### src/inc/acq_defs.svh
/*
   Register offsets, field positions, reset values and timing counts of the
   acquisition trigger control block. Assumes a 50 MHz system clock.
*/
// Summary of operation
// Sixteen channels convert together and results stream into FIFO.
// Host start runs at once; armed trigger event also starts.
// Host stop ends a run; a trigger ends it if trigger-stop set.
// A programmed sample count ends the run by itself.
// Single mode: each trigger makes exactly one measurement on all cards.
// Edge mode: one edge starts, next edge stops; polarity selectable.
// Gate mode: acquire only while trigger at active level; level selectable.
// Scan count defaults to unlimited; then second trigger stops.
// Limited scans: later trigger restarts a fresh set once previous done.
// Limited scans: trigger before set complete sets the error flag.
// No error once last scan began; such trigger restarts acquisition.
// One microsecond hold-off follows every start or stop trigger.
// Triggers inside hold-off are dropped without any error.
// Trigger source: software, front panel input or carrier line.
// One output rate for all channels, capped at variant maximum.
// Sample clock from onboard synthesizer or external line.
// Synthesizer resolution finer than 1 Hz, shareable across cards.
// Further decimation allows output rates down to 1 sample/s.
// Card is master or slave; a lone card is master.
// Master drives clock and sync lines to every slave.
// Per-channel gain chosen by software from eleven factors.
// Per-channel selector picks input or shared reference bus.
// Early-trigger error stays set until software clears it.
`ifndef ACQ_DEFS_SVH
`define ACQ_DEFS_SVH
`define A_CTRL     8'h00
`define A_CMD      8'h04
`define A_STAT     8'h08
`define A_SCANS    8'h0C
`define A_DDS      8'h10
`define A_DECIM    8'h14
`define A_GLO      8'h18
`define A_GHI      8'h1C
`define A_CAL      8'h20
`define A_CHEN     8'h24
`define A_COUNT    8'h28
`define F_MODE     1:0
`define F_SRC      3:2
`define F_POL      4
`define F_CKEXT    5
`define F_MASTER   6
`define F_TSTOP    7
`define F_SWGATE   8
`define C_START    0
`define C_STOP     1
`define C_ARM      2
`define C_SW       3
`define CTRL_RST   32'h0000_00D0
`define CHEN_RST   16'hFFFF
`define GAIN_MAX   4'hA
`define CLK_HZ     50000000
`define MAX_RATE_HZ 10000
`define HOLDOFF_NS 1000
`define HOLDOFF_CYC ((`HOLDOFF_NS * (`CLK_HZ / 1000000)) / 1000)
`endif

### src/inc/acq_pkg.sv
/*
   Types shared by the acquisition trigger control block and its bench.
   Assumes acq_defs.svh supplies the numeric constants.
*/
package acq_pkg;
   typedef enum logic [1:0] {ST_IDLE, ST_ARMED, ST_RUN} acq_state_e;
   typedef enum logic [1:0] {M_EDGE, M_GATE, M_SCAN, M_SINGLE} trig_mode_e;
   typedef struct packed {
      logic [15:0][23:0] ch;
   } adc_word_s;
   typedef struct packed {
      logic [15:0]       en;
      logic [15:0][23:0] ch;
   } fifo_word_s;
   typedef struct packed {
      logic        awvalid;
      logic [7:0]  awaddr;
      logic        wvalid;
      logic [31:0] wdata;
      logic [3:0]  wstrb;
      logic        bready;
      logic        arvalid;
      logic [7:0]  araddr;
      logic        rready;
   } axil_req_s;
   typedef struct packed {
      logic        awready;
      logic        wready;
      logic        bvalid;
      logic [1:0]  bresp;
      logic        arready;
      logic        rvalid;
      logic [31:0] rdata;
      logic [1:0]  rresp;
   } axil_rsp_s;
endpackage

### src/logic/acq_trigger_ctrl.sv
/*
   Acquisition trigger control with AXI4-Lite register access, trigger
   qualification, sample clock generation and multi-card sync.
   Assumes the converters answer convert_start with adc_valid and that
   pins arrive unsynchronised.
*/
`timescale 1ns/100ps
`include "acq_defs.svh"
module acq_trigger_ctrl #(
   parameter int unsigned MIN_GAP = `CLK_HZ / `MAX_RATE_HZ
) (
   input  wire logic               clock,
   input  wire logic               rst,
   input  wire acq_pkg::axil_req_s axi,
   output acq_pkg::axil_rsp_s      axo,
   input  wire logic               trig_front_n,
   input  wire logic               trig_carrier_n,
   input  wire logic               ext_clk,
   input  wire logic               sclk_i,
   output logic                    sclk_o,
   output logic                    sclk_oe,
   input  wire logic               sync_i,
   output logic                    sync_o,
   output logic                    sync_oe,
   output logic                    convert_start,
   input  wire logic               adc_valid,
   input  wire acq_pkg::adc_word_s adc_data,
   input  wire logic               fifo_full,
   output logic                    fifo_wr,
   output acq_pkg::fifo_word_s     fifo_data,
   output logic [63:0]             gain_sel,
   output logic [15:0]             ref_sel
);
   import acq_pkg::*;

   localparam logic [5:0] HOLD_CYC = 6'(`HOLDOFF_CYC);
   localparam int unsigned GW = $clog2(MIN_GAP + 1);
   localparam logic [GW-1:0] GAP_MAX = GW'(MIN_GAP);

   logic [31:0]   ctrl;
   logic [31:0]   scans;
   logic [31:0]   dds_inc;
   logic [15:0]   decim;
   logic [15:0]   chen;
   logic [31:0]   cnt;
   logic          aw_full;
   logic          w_full;
   logic [7:0]    waddr;
   logic [31:0]   wdat;
   logic [3:0]    wstb;
   logic [4:0]    s1;
   logic [4:0]    s2;
   logic [4:0]    s3;
   logic [4:0]    pin;
   logic [4:0]    pin_d;
   logic          lvl_d;
   logic [5:0]    hold;
   logic [31:0]   acc;
   logic          dds_c;
   logic [15:0]   dcnt;
   logic [GW-1:0] gap;
   logic          err;
   logic          ovf;
   acq_state_e    state;
   acq_state_e    next_state;
   logic          restart;
   logic          go_hold;
   logic          err_set;

   function automatic logic [31:0] merge(input logic [31:0] old,
                                         input logic [31:0] nw,
                                         input logic [3:0]  be);
      logic [31:0] r;
      r = old;
      for (int i = 0; i < 4; i++) begin
         if (be[i]) begin
            r[8*i +: 8] = nw[8*i +: 8];
         end
      end
      return r;
   endfunction

   // Codes above the top factor would select no gain stage, so they clamp.
   function automatic logic [31:0] clamp(input logic [31:0] v);
      logic [31:0] r;
      r = v;
      for (int i = 0; i < 8; i++) begin
         if (v[4*i +: 4] > `GAIN_MAX) begin
            r[4*i +: 4] = `GAIN_MAX;
         end
      end
      return r;
   endfunction

   wire aw_hs  = axi.awvalid & axo.awready;
   wire w_hs   = axi.wvalid & axo.wready;
   wire wr_go  = aw_full & w_full & ~axo.bvalid;
   wire rd_hs  = axi.arvalid & axo.arready;
   wire [7:0] ra = axi.araddr;

   function automatic logic mapped(input logic [7:0] a);
      return a[1:0] == 2'h0 && a <= `A_COUNT;
   endfunction

   wire hit_ctrl  = wr_go & (waddr == `A_CTRL);
   wire hit_cmd   = wr_go & (waddr == `A_CMD) & wstb[0];
   wire hit_stat  = wr_go & (waddr == `A_STAT) & wstb[0];
   wire hit_scans = wr_go & (waddr == `A_SCANS);
   wire hit_dds   = wr_go & (waddr == `A_DDS);
   wire hit_decim = wr_go & (waddr == `A_DECIM);
   wire hit_glo   = wr_go & (waddr == `A_GLO);
   wire hit_ghi   = wr_go & (waddr == `A_GHI);
   wire hit_cal   = wr_go & (waddr == `A_CAL);
   wire hit_chen  = wr_go & (waddr == `A_CHEN);
   wire [3:0] cmd = hit_cmd ? wdat[3:0] : 4'h0;
   wire err_clr   = hit_stat & wdat[2];
   wire ovf_clr   = hit_stat & wdat[3];

   wire [4:0] stat = {hold != 6'h00, ovf, err, state == ST_ARMED,
                      state == ST_RUN};
   wire [31:0] rd_val =
      (ra == `A_CTRL)  ? ctrl :
      (ra == `A_STAT)  ? {27'h0, stat} :
      (ra == `A_SCANS) ? scans :
      (ra == `A_DDS)   ? dds_inc :
      (ra == `A_DECIM) ? {16'h0, decim} :
      (ra == `A_GLO)   ? gain_sel[31:0] :
      (ra == `A_GHI)   ? gain_sel[63:32] :
      (ra == `A_CAL)   ? {16'h0, ref_sel} :
      (ra == `A_CHEN)  ? {16'h0, chen} :
      (ra == `A_COUNT) ? cnt : 32'h0;

   // Address and data are captured independently; the write lands once both
   // are held, so the master may present them in either order.
   always_ff @(posedge clock or posedge rst) begin
      if (rst) begin
         axo     <= '0;
         aw_full <= 1'b0;
         w_full  <= 1'b0;
         waddr   <= 8'h00;
         wdat    <= 32'h0;
         wstb    <= 4'h0;
         axo.awready <= 1'b1;
         axo.wready  <= 1'b1;
         axo.arready <= 1'b1;
      end else begin
         if (aw_hs) begin
            aw_full     <= 1'b1;
            waddr       <= axi.awaddr;
            axo.awready <= 1'b0;
         end
         if (w_hs) begin
            w_full     <= 1'b1;
            wdat       <= axi.wdata;
            wstb       <= axi.wstrb;
            axo.wready <= 1'b0;
         end
         if (wr_go) begin
            aw_full    <= 1'b0;
            w_full     <= 1'b0;
            axo.bvalid <= 1'b1;
            axo.bresp  <= mapped(waddr) ? 2'h0 : 2'h2;
         end
         if (axo.bvalid & axi.bready) begin
            axo.bvalid  <= 1'b0;
            axo.awready <= 1'b1;
            axo.wready  <= 1'b1;
         end
         if (rd_hs) begin
            axo.arready <= 1'b0;
            axo.rvalid  <= 1'b1;
            axo.rdata   <= rd_val;
            axo.rresp   <= mapped(ra) ? 2'h0 : 2'h2;
         end
         if (axo.rvalid & axi.rready) begin
            axo.rvalid  <= 1'b0;
            axo.arready <= 1'b1;
         end
      end
   end

   always_ff @(posedge clock or posedge rst) begin
      if (rst) begin
         ctrl     <= `CTRL_RST;
         scans    <= 32'h0;
         dds_inc  <= 32'h0;
         decim    <= 16'h0;
         chen     <= `CHEN_RST;
         gain_sel <= 64'h0;
         ref_sel  <= 16'h0;
      end else begin
         if (hit_ctrl) ctrl <= merge(ctrl, wdat, wstb);
         if (hit_scans) scans <= merge(scans, wdat, wstb);
         if (hit_dds) dds_inc <= merge(dds_inc, wdat, wstb);
         if (hit_decim) decim <= 16'(merge({16'h0, decim}, wdat, wstb));
         if (hit_chen) chen <= 16'(merge({16'h0, chen}, wdat, wstb));
         if (hit_glo) gain_sel[31:0] <= clamp(merge(gain_sel[31:0], wdat, wstb));
         if (hit_ghi) gain_sel[63:32] <= clamp(merge(gain_sel[63:32], wdat, wstb));
         if (hit_cal) ref_sel <= 16'(merge({16'h0, ref_sel}, wdat, wstb));
      end
   end

   // Pins pass three stages; a new level counts only when the last two agree.
   wire [4:0] raw = {sync_i, sclk_i, ext_clk, ~trig_carrier_n, ~trig_front_n};
   always_ff @(posedge clock or posedge rst) begin
      if (rst) begin
         s1    <= 5'h00;
         s2    <= 5'h00;
         s3    <= 5'h00;
         pin   <= 5'h00;
         pin_d <= 5'h00;
      end else begin
         s1    <= raw;
         s2    <= s1;
         s3    <= s2;
         pin   <= (s2 & s3) | (pin & (s2 ^ s3));
         pin_d <= pin;
      end
   end

   wire        master   = ctrl[`F_MASTER];
   wire [1:0]  src      = ctrl[`F_SRC];
   trig_mode_e mode;
   assign mode = trig_mode_e'(ctrl[`F_MODE]);
   wire lvl_raw = (src == 2'h1) ? pin[0] :
                  (src == 2'h2) ? pin[1] : ctrl[`F_SWGATE];
   wire lvl      = lvl_raw ~^ ctrl[`F_POL];
   wire hold_act = hold != 6'h00;
   wire ev_raw   = (lvl & ~lvl_d) | ((src == 2'h0) & cmd[`C_SW]);
   wire ev       = ev_raw & ~hold_act;
   wire lim      = scans != 32'h0;
   wire last     = cnt == scans;
   wire run_ok   = ~lim | (cnt < scans);
   wire single_ev = master & (mode == M_SINGLE) & (state == ST_ARMED) & ev;

   // The accumulator width gives 50 MHz / 2^32, well under 1 Hz per step.
   wire [32:0] acc_n    = {1'b0, acc} + {1'b0, dds_inc};
   wire        ext_rise = pin[2] & ~pin_d[2];
   wire        base_tick = ~master ? (pin[3] ^ pin_d[3]) :
                           ctrl[`F_CKEXT] ? ext_rise : dds_c;
   wire        dec_tick = base_tick & (dcnt >= decim);
   wire        out_tick = dec_tick & (gap == GAP_MAX);
   wire        conv = master ?
      (((state == ST_RUN) & out_tick & run_ok) | single_ev) :
      (pin[4] & base_tick);

   always_ff @(posedge clock or posedge rst) begin
      if (rst) begin
         acc   <= 32'h0;
         dds_c <= 1'b0;
         dcnt  <= 16'h0;
         gap   <= GAP_MAX;
         lvl_d <= 1'b0;
      end else begin
         lvl_d <= lvl;
         acc   <= acc_n[31:0];
         dds_c <= acc_n[32];
         if (dec_tick) dcnt <= 16'h0;
         else if (base_tick) dcnt <= dcnt + 16'h1;
         // A tick closer than the rate ceiling allows is dropped. R15
         if (out_tick) gap <= '0;
         else if (gap != GAP_MAX) gap <= gap + 1'b1;
      end
   end

   always_comb begin
      next_state = state;
      restart    = 1'b0;
      go_hold    = 1'b0;
      err_set    = 1'b0;
      case (state)
         ST_IDLE: begin
            if (cmd[`C_START]) begin
               next_state = ST_RUN;
               restart    = 1'b1;
            end else if (cmd[`C_ARM]) begin
               next_state = ST_ARMED;
            end
         end
         ST_ARMED: begin
            if (cmd[`C_START]) begin
               next_state = ST_RUN;
               restart    = 1'b1;
            end else if (cmd[`C_STOP]) begin
               next_state = ST_IDLE;
            end else if (mode == M_GATE) begin
               if (lvl & ~hold_act) begin
                  next_state = ST_RUN;
                  restart    = 1'b1;
                  go_hold    = 1'b1;
               end
            end else if (ev) begin
               go_hold = 1'b1;
               if (mode != M_SINGLE) begin
                  next_state = ST_RUN;
                  restart    = 1'b1;
               end
            end
         end
         ST_RUN: begin
            if (cmd[`C_STOP]) begin
               next_state = ST_IDLE;
            end else if (mode == M_GATE) begin
               if (~lvl & ~hold_act) begin
                  next_state = ST_ARMED;
                  go_hold    = 1'b1;
               end
            end else if (ev & (mode == M_SCAN) & lim) begin
               if (last) begin
                  restart = 1'b1;
                  go_hold = 1'b1;
               end else begin
                  err_set = 1'b1;
               end
            end else if (ev & ctrl[`F_TSTOP]) begin
               next_state = ST_IDLE;
               go_hold    = 1'b1;
            end else if (lim & last & adc_valid) begin
               next_state = (mode == M_SCAN) ? ST_ARMED : ST_IDLE;
            end
         end
         default: next_state = ST_IDLE;
      endcase
   end

   always_ff @(posedge clock or posedge rst) begin
      if (rst) begin
         state <= ST_IDLE;
         hold  <= 6'h00;
         cnt   <= 32'h0;
         err   <= 1'b0;
         ovf   <= 1'b0;
      end else begin
         state <= master ? next_state : ST_IDLE;
         if (go_hold) hold <= HOLD_CYC;
         else if (hold_act) hold <= hold - 6'h01;
         if (restart) cnt <= 32'h0;
         else if (conv) cnt <= cnt + 32'h1;
         // A new event in the clearing cycle wins over the clear.
         err <= err_set | (err & ~err_clr);
         ovf <= (adc_valid & fifo_full) | (ovf & ~ovf_clr);
      end
   end

   always_ff @(posedge clock or posedge rst) begin
      if (rst) begin
         convert_start <= 1'b0;
         fifo_wr       <= 1'b0;
         fifo_data     <= '0;
         sclk_o        <= 1'b0;
         sclk_oe       <= 1'b0;
         sync_o        <= 1'b0;
         sync_oe       <= 1'b0;
      end else begin
         convert_start <= conv;
         fifo_wr       <= adc_valid & ~fifo_full;
         fifo_data     <= {chen, adc_data};
         // Slaves count every change of the shared clock while sync is high as one sample.
         if (conv & master) sclk_o <= ~sclk_o;
         sclk_oe <= master;
         sync_oe <= master;
         sync_o  <= (next_state == ST_RUN) | single_ev |
                    ((mode == M_SINGLE) & hold_act);
      end
   end
endmodule

### config.mk
export PLATFORM = sky130hd
export DESIGN_NAME = acq_trigger_ctrl
export DESIGN_NICKNAME = d
export VERILOG_FILES = /design/src/inc/acq_pkg.sv /design/src/logic/acq_trigger_ctrl.sv
export VERILOG_INCLUDE_DIRS = /design/src /design/src/inc
export SDC_FILE = /design/constraint.sdc
export NUM_CORES = 2
export LEC_CHECK = 0
export ABC_AREA = 1
export BUFFER_PORTS_ARGS = -buffer_cell sky130_fd_sc_hd__buf_2
export CORE_AREA = 2 2 385 387
export DETAILED_ROUTE_END_ITERATION = 7
export DIE_AREA = 0 0 387 389
export GPL_TIMING_DRIVEN = 0
export SYNTH_ARGS = -nofsm -noshare
export SYNTH_HDL_FRONTEND = slang
export SYNTH_SLANG_ARGS = --single-unit
### constraint.sdc
create_clock -name clock -period 26 [get_ports clock]
set_input_delay 2.6 -clock clock [delete_from_list [all_inputs] [get_ports clock]]
set_output_delay 2.6 -clock clock [all_outputs]
set_load 0.1 [all_outputs]
---- Word level (Yosys, flattened, before mapping) ----
Index checks and enable logic that the tools add are counted.
word-level totals
  register bits ........................... 829
  logic and storage cells ................. 346
cells by class
  add/sub/neg operators ................... 5
  $lt $le $gt $ge ......................... 20
  eq/ne operators ......................... 30
  multiplexer cells ....................... 112
  bitwise gates (word level) .............. 71
  reduce and logical (&&, ||, !) cells .... 38
operators with widths
  kind                                                                               number
  32-bit 2-to-1 mux                                                                  12
  8-bit 2-to-1 mux                                                                   16
  4-bit 2-to-1 mux                                                                   17
  8-bit by 5-bit equality test with 1-bit output (second input constant)             8
  4-bit greater-than comparator (second input constant)                              16
  1-bit AND                                                                          46
  8-bit by 6-bit equality test with 1-bit output (second input constant)             5
  1-bit 2-to-1 mux                                                                   37
  2-bit 2-to-1 mux                                                                   18
  36-bit 2-to-1 mux                                                                  1
  2-bit AND reduction                                                                18
  32-bit by 32-bit adder with 33-bit output                                          1
  32-bit by 1-bit adder with 32-bit output (second input constant)                   1
  32-bit equality test                                                               1
  8-bit by 4-bit equality test with 1-bit output (second input constant)             4
  32-bit < comparator                                                                1
  16-bit 2-to-1 mux                                                                  2
  32-bit nonzero test                                                                1
  13-bit 2-to-1 mux                                                                  2
  2-bit nonzero test                                                                 10
  16-bit by 1-bit adder with 16-bit output (second input constant)                   1
  16-bit >= comparator                                                               1
  8-bit by 6-bit less-or-equal comparator with 1-bit output (second input constant)  2
  8-bit logical NOT                                                                  2
  other kinds (23)                                                                   53

---- Longest topological paths before layout ----
  depth in word-level cells ............... 17
  gate-level depth with buffers ........... 18
  gate-level depth less buffers ........... 17

---- Least setup slack after synthesis ----
Ideal clock, no wire load.
  kind .................................... input to register
  start ................................... in axi[3] (netlist name)
  end ..................................... reg axo[18] (netlist name)
  setup time .............................. 0.067 ns
  data arrival time ....................... 3.923 ns
  required time ........................... 25.933 ns
  slack ................................... 22.010 ns
  stages on the path ...................... 11
  buffers on the path ..................... 2
  cells stage by stage .................... clkbuf_1 > inv_1 > nand2_1 > nor2_1 > buf_2 > nand2_1 > o211ai_1 > o21ai_0 > o2111ai_1 > o21ai_0 > inv_1
between the ends
  word-level cells in the longest chain between the ends .. 11
  elaborated cells on any way between the ends .. 20
  classes of those cells .................. eq/ne: 9; mux: 10; reduce/logical: 1
ends and longest elaborated chain
  element                                                   RTL line                 source
  from (decl)                                               acq_trigger_ctrl.sv:14   input wire acq_pkg::axil_req_s axi,
  8-bit by 6-bit equality test with 1-bit output (no line)  -
  32-bit 2-to-1 mux                                         acq_trigger_ctrl.sv:131  (ra == `A_COUNT) ? cnt : 32'h0;
  32-bit 2-to-1 mux                                         acq_trigger_ctrl.sv:130  (ra == `A_CHEN) ? {16'h0, chen} :
  32-bit 2-to-1 mux                                         acq_trigger_ctrl.sv:129  (ra == `A_CAL) ? {16'h0, ref_sel} :
  32-bit 2-to-1 mux                                         acq_trigger_ctrl.sv:128  (ra == `A_GHI) ? gain_sel[63:32] :
  32-bit 2-to-1 mux                                         acq_trigger_ctrl.sv:127  (ra == `A_GLO) ? gain_sel[31:0] :
  32-bit 2-to-1 mux                                         acq_trigger_ctrl.sv:126  (ra == `A_DECIM) ? {16'h0, decim} :
  32-bit 2-to-1 mux                                         acq_trigger_ctrl.sv:125  (ra == `A_DDS) ? dds_inc :
  32-bit 2-to-1 mux                                         acq_trigger_ctrl.sv:124  (ra == `A_SCANS) ? scans :
  32-bit 2-to-1 mux                                         acq_trigger_ctrl.sv:123  (ra == `A_STAT) ? {27'h0, stat} :
  32-bit 2-to-1 mux (*)                                     acq_trigger_ctrl.sv:122  (ra == `A_CTRL) ? ctrl :
  to (decl)                                                 acq_trigger_ctrl.sv:15   output acq_pkg::axil_rsp_s axo,
Mark *: on every way between the ends. The rest lies on a longest branch, timed or not.
A chain may end at the register's enable or synchronous reset.

---- Worst setup path after layout ----
  start ................................... in axi[8] (netlist name)
  end ..................................... reg axo[11] (netlist name)
Same word-level chain as after synthesis.

==> reports/summary.txt <==
initial core utilization = 22.17%
post-route minimum period = 5097 ps
GRT overflow = 0
CTS buffer count = 101
Leak Pwr = 0.02121 uW
maximum VDD drop = 0.00005118 V
worst endpoint required time = 26,670 ps
Net count, final = 4,744
drt first pass iters = 8
DRC violations left = 0
FFs w/ async S/R, synth = 100.0%
drt wl/cell = 32.29 um
kind of start point of the critical path = input port
commonest non-fill, non-tap cell in the layout = buf_2
IO Count = 977
routed wire length = 202,000 um
crit end category = register
Critical Setup Path Class = input port to register
post-CTS setup buffers = 0
reg2reg start = waddr[0]
post-route setup TNS = 0 ps
HP Start = s1[3]
Cells after Synth = 3,115
ys flop type = dfrtp_1
share of layout cells above drive strength 1 = 29.95%
reg2reg end = ctrl[21]
Ys Warns = 0
Die Area = 150,500 sq um
flops & latches, synth = 825
Final Skew = 36.44 ps
hold buffer count at CTS = 0
r2r worst-path depth = 6
Clock Pin Slew Worst Setup and Hold Paths = 70 ps
Post-synth EDFFs = 0
Critical Path AT = 5770 ps
maximum fanout along the worst path = 10
hold path depth = 0
worst skew pair latency = 740 ps
largest cells by area after synthesis = dfrtp_1, nand2_1, o21ai_0, a21oi_1, ha_1
post-route worst setup slack = 20,900 ps
Synth Cell Area = 32,510 sq um
H-tree Lvls = 3
worst slack at placement = 20,300 ps
vias in the first global route = 28,280
Bufs on Longest Clock Path = 3
std cell rows = 141
initial antenna violation count = 100
fin. max-slew vios = 0
Slew headroom = 19.21%
measured slew at the worst slew-check pin = 1212 ps
Max Cap Viol = 0
HP Class = register to register
DR iter-0 viols = 3,009
Clock Sinks = 825
HPWL after detailed placement = 171,000 um
die height = 389 um
gpl congestion = 1.002
WHS Endpoint = s2[3]
setup violators final = 0
Core ar. = 146,600 sq um
post-synthesis sequential area ratio = 63.61%
Achievable Freq = 0.1962 GHz
TritonCTS clock tree = built
PD cells = 104.3 nW/um^2
Post-DRT Antenna Nets = 0
Synth area leader = dfrtp_1
CP Launch Point = axi[8]
status = finished, final reports clean
via count = 29,120
Die X = 387 um
global-route wire length before repair = 264,000 um
Vias/cell = 4.655
Final Hold Fails = 0
Power, Total = 4542 uW
Mean Syn Cell Area = 10.44 sq um
Root Buffer = clkbuf_16
Synth cell types = 58
area share of the largest cell type after synthesis = 61.43%
post-route insts no fill = 6,255
post-CTS sizing = 0
IO buf count = 973
most frequent cells in the layout = buf_2, dfrtp_1, nand2_1
total track usage = 26.28%
pin count of the biggest net entering global routing = 126
Reg2Reg Setup Slack = 22,270 ps
period utilisation layout = 19.60%
Inst Count DP = 6,026
RSZ-0062 raised after global routing = no
area growth from synthesis to layout = 33.98%
==> registers in the layout, summed over array words and instances (netlist names), 32 cells and up <==
register / count
gain_sel: 64
cnt: 32
dds_inc: 32
wdat: 32
ctrl: 32
acc: 32
fifo_data: 400
axo: 39
scans: 32
==> cell families after synthesis <==
logic type      synth area share [%]
xor+xnor                       2.075
simple gates                   13.88
fa+ha+maj                      3.680
compound gates                 10.80
other cells                  0.01154
mux                           0.9007
buf+inv                        5.046
flops                          63.61
==> worst max path at each step <==
| stage | end |
|---|---|
| after floorplan | acc[0] |
| after global placement | fifo_data[100] |
| after detailed placement | axo[11] |
| after CTS | axo[11] |
| after global routing | axo[11] |
| final | axo[11] |
==> metrics by stage <==
stage	hold WS (ps)	area, sq um	util, %
after floorplan	331.2	32510	-
after global placement	331.7	39800	27.14
final	345.5	43550	29.71
after CTS	343.0	43450	29.64
after global routing	350.4	43500	29.67
after detailed placement	335.5	40000	27.28
==> Yosys cell counts (all sizes together) (3+ instances only) <==
cell type / count
o22ai: 33
dfrtp: 798
xnor2: 18
o31ai: 4
nor2: 191
a221oi: 12
o2111ai: 12
o21ai: 275
inv: 321
ha: 94
and2: 3
mux2: 26
clkbuf: 50
nand4: 41
o211ai: 17
o221ai: 7
a21oi: 239
nand2: 597
nor3: 57
a21o: 7
buf: 39
xor2: 59
nand3b: 26
dfstp: 27
o21a: 21
nor4: 10
nand3: 111
a31oi: 4
==> report_power, final <==
part,switching (uW),internal (uW)
Combinational,1170,254
Sequential,176,1460
Clock,624,857
Total,1970,2570
==> per-layer routing <==
metal	part of all wire [%]	up-vias	global-route usage, %
met4	5.3	44	12.46
li1	-	12570	-
met2	45	1573	41.03
met3	9.0	350	7.572
met1	40	14590	33.42
met5	0.14	-	0
==> area by class of cell <==
cell class              count  area, sq um
fillers                 15570       103100
flip-flops and latches    825        20680
multi-input cells        1879        10190
repair buffers            980         5062
clock buffers             135         2856
well taps                1930         2415
inverters                 323         1220
clock inverters            53        599.3
plain buffers              89        427.9
diodes                     41        102.6
==> worst max-delay path: stages <==
cell and delay [ps]:
buf_2 100, inv_1 50, nand2_1 160, inv_1 120
nand3_1 160, nor2_2 620, clkbuf_1 920, nand2_1 140
nand4_1 280, o21ai_0 130, nand2_1 160, o21ai_0 140
a21oi_1 160
Note: power is estimated with default switching activity, not from simulation.
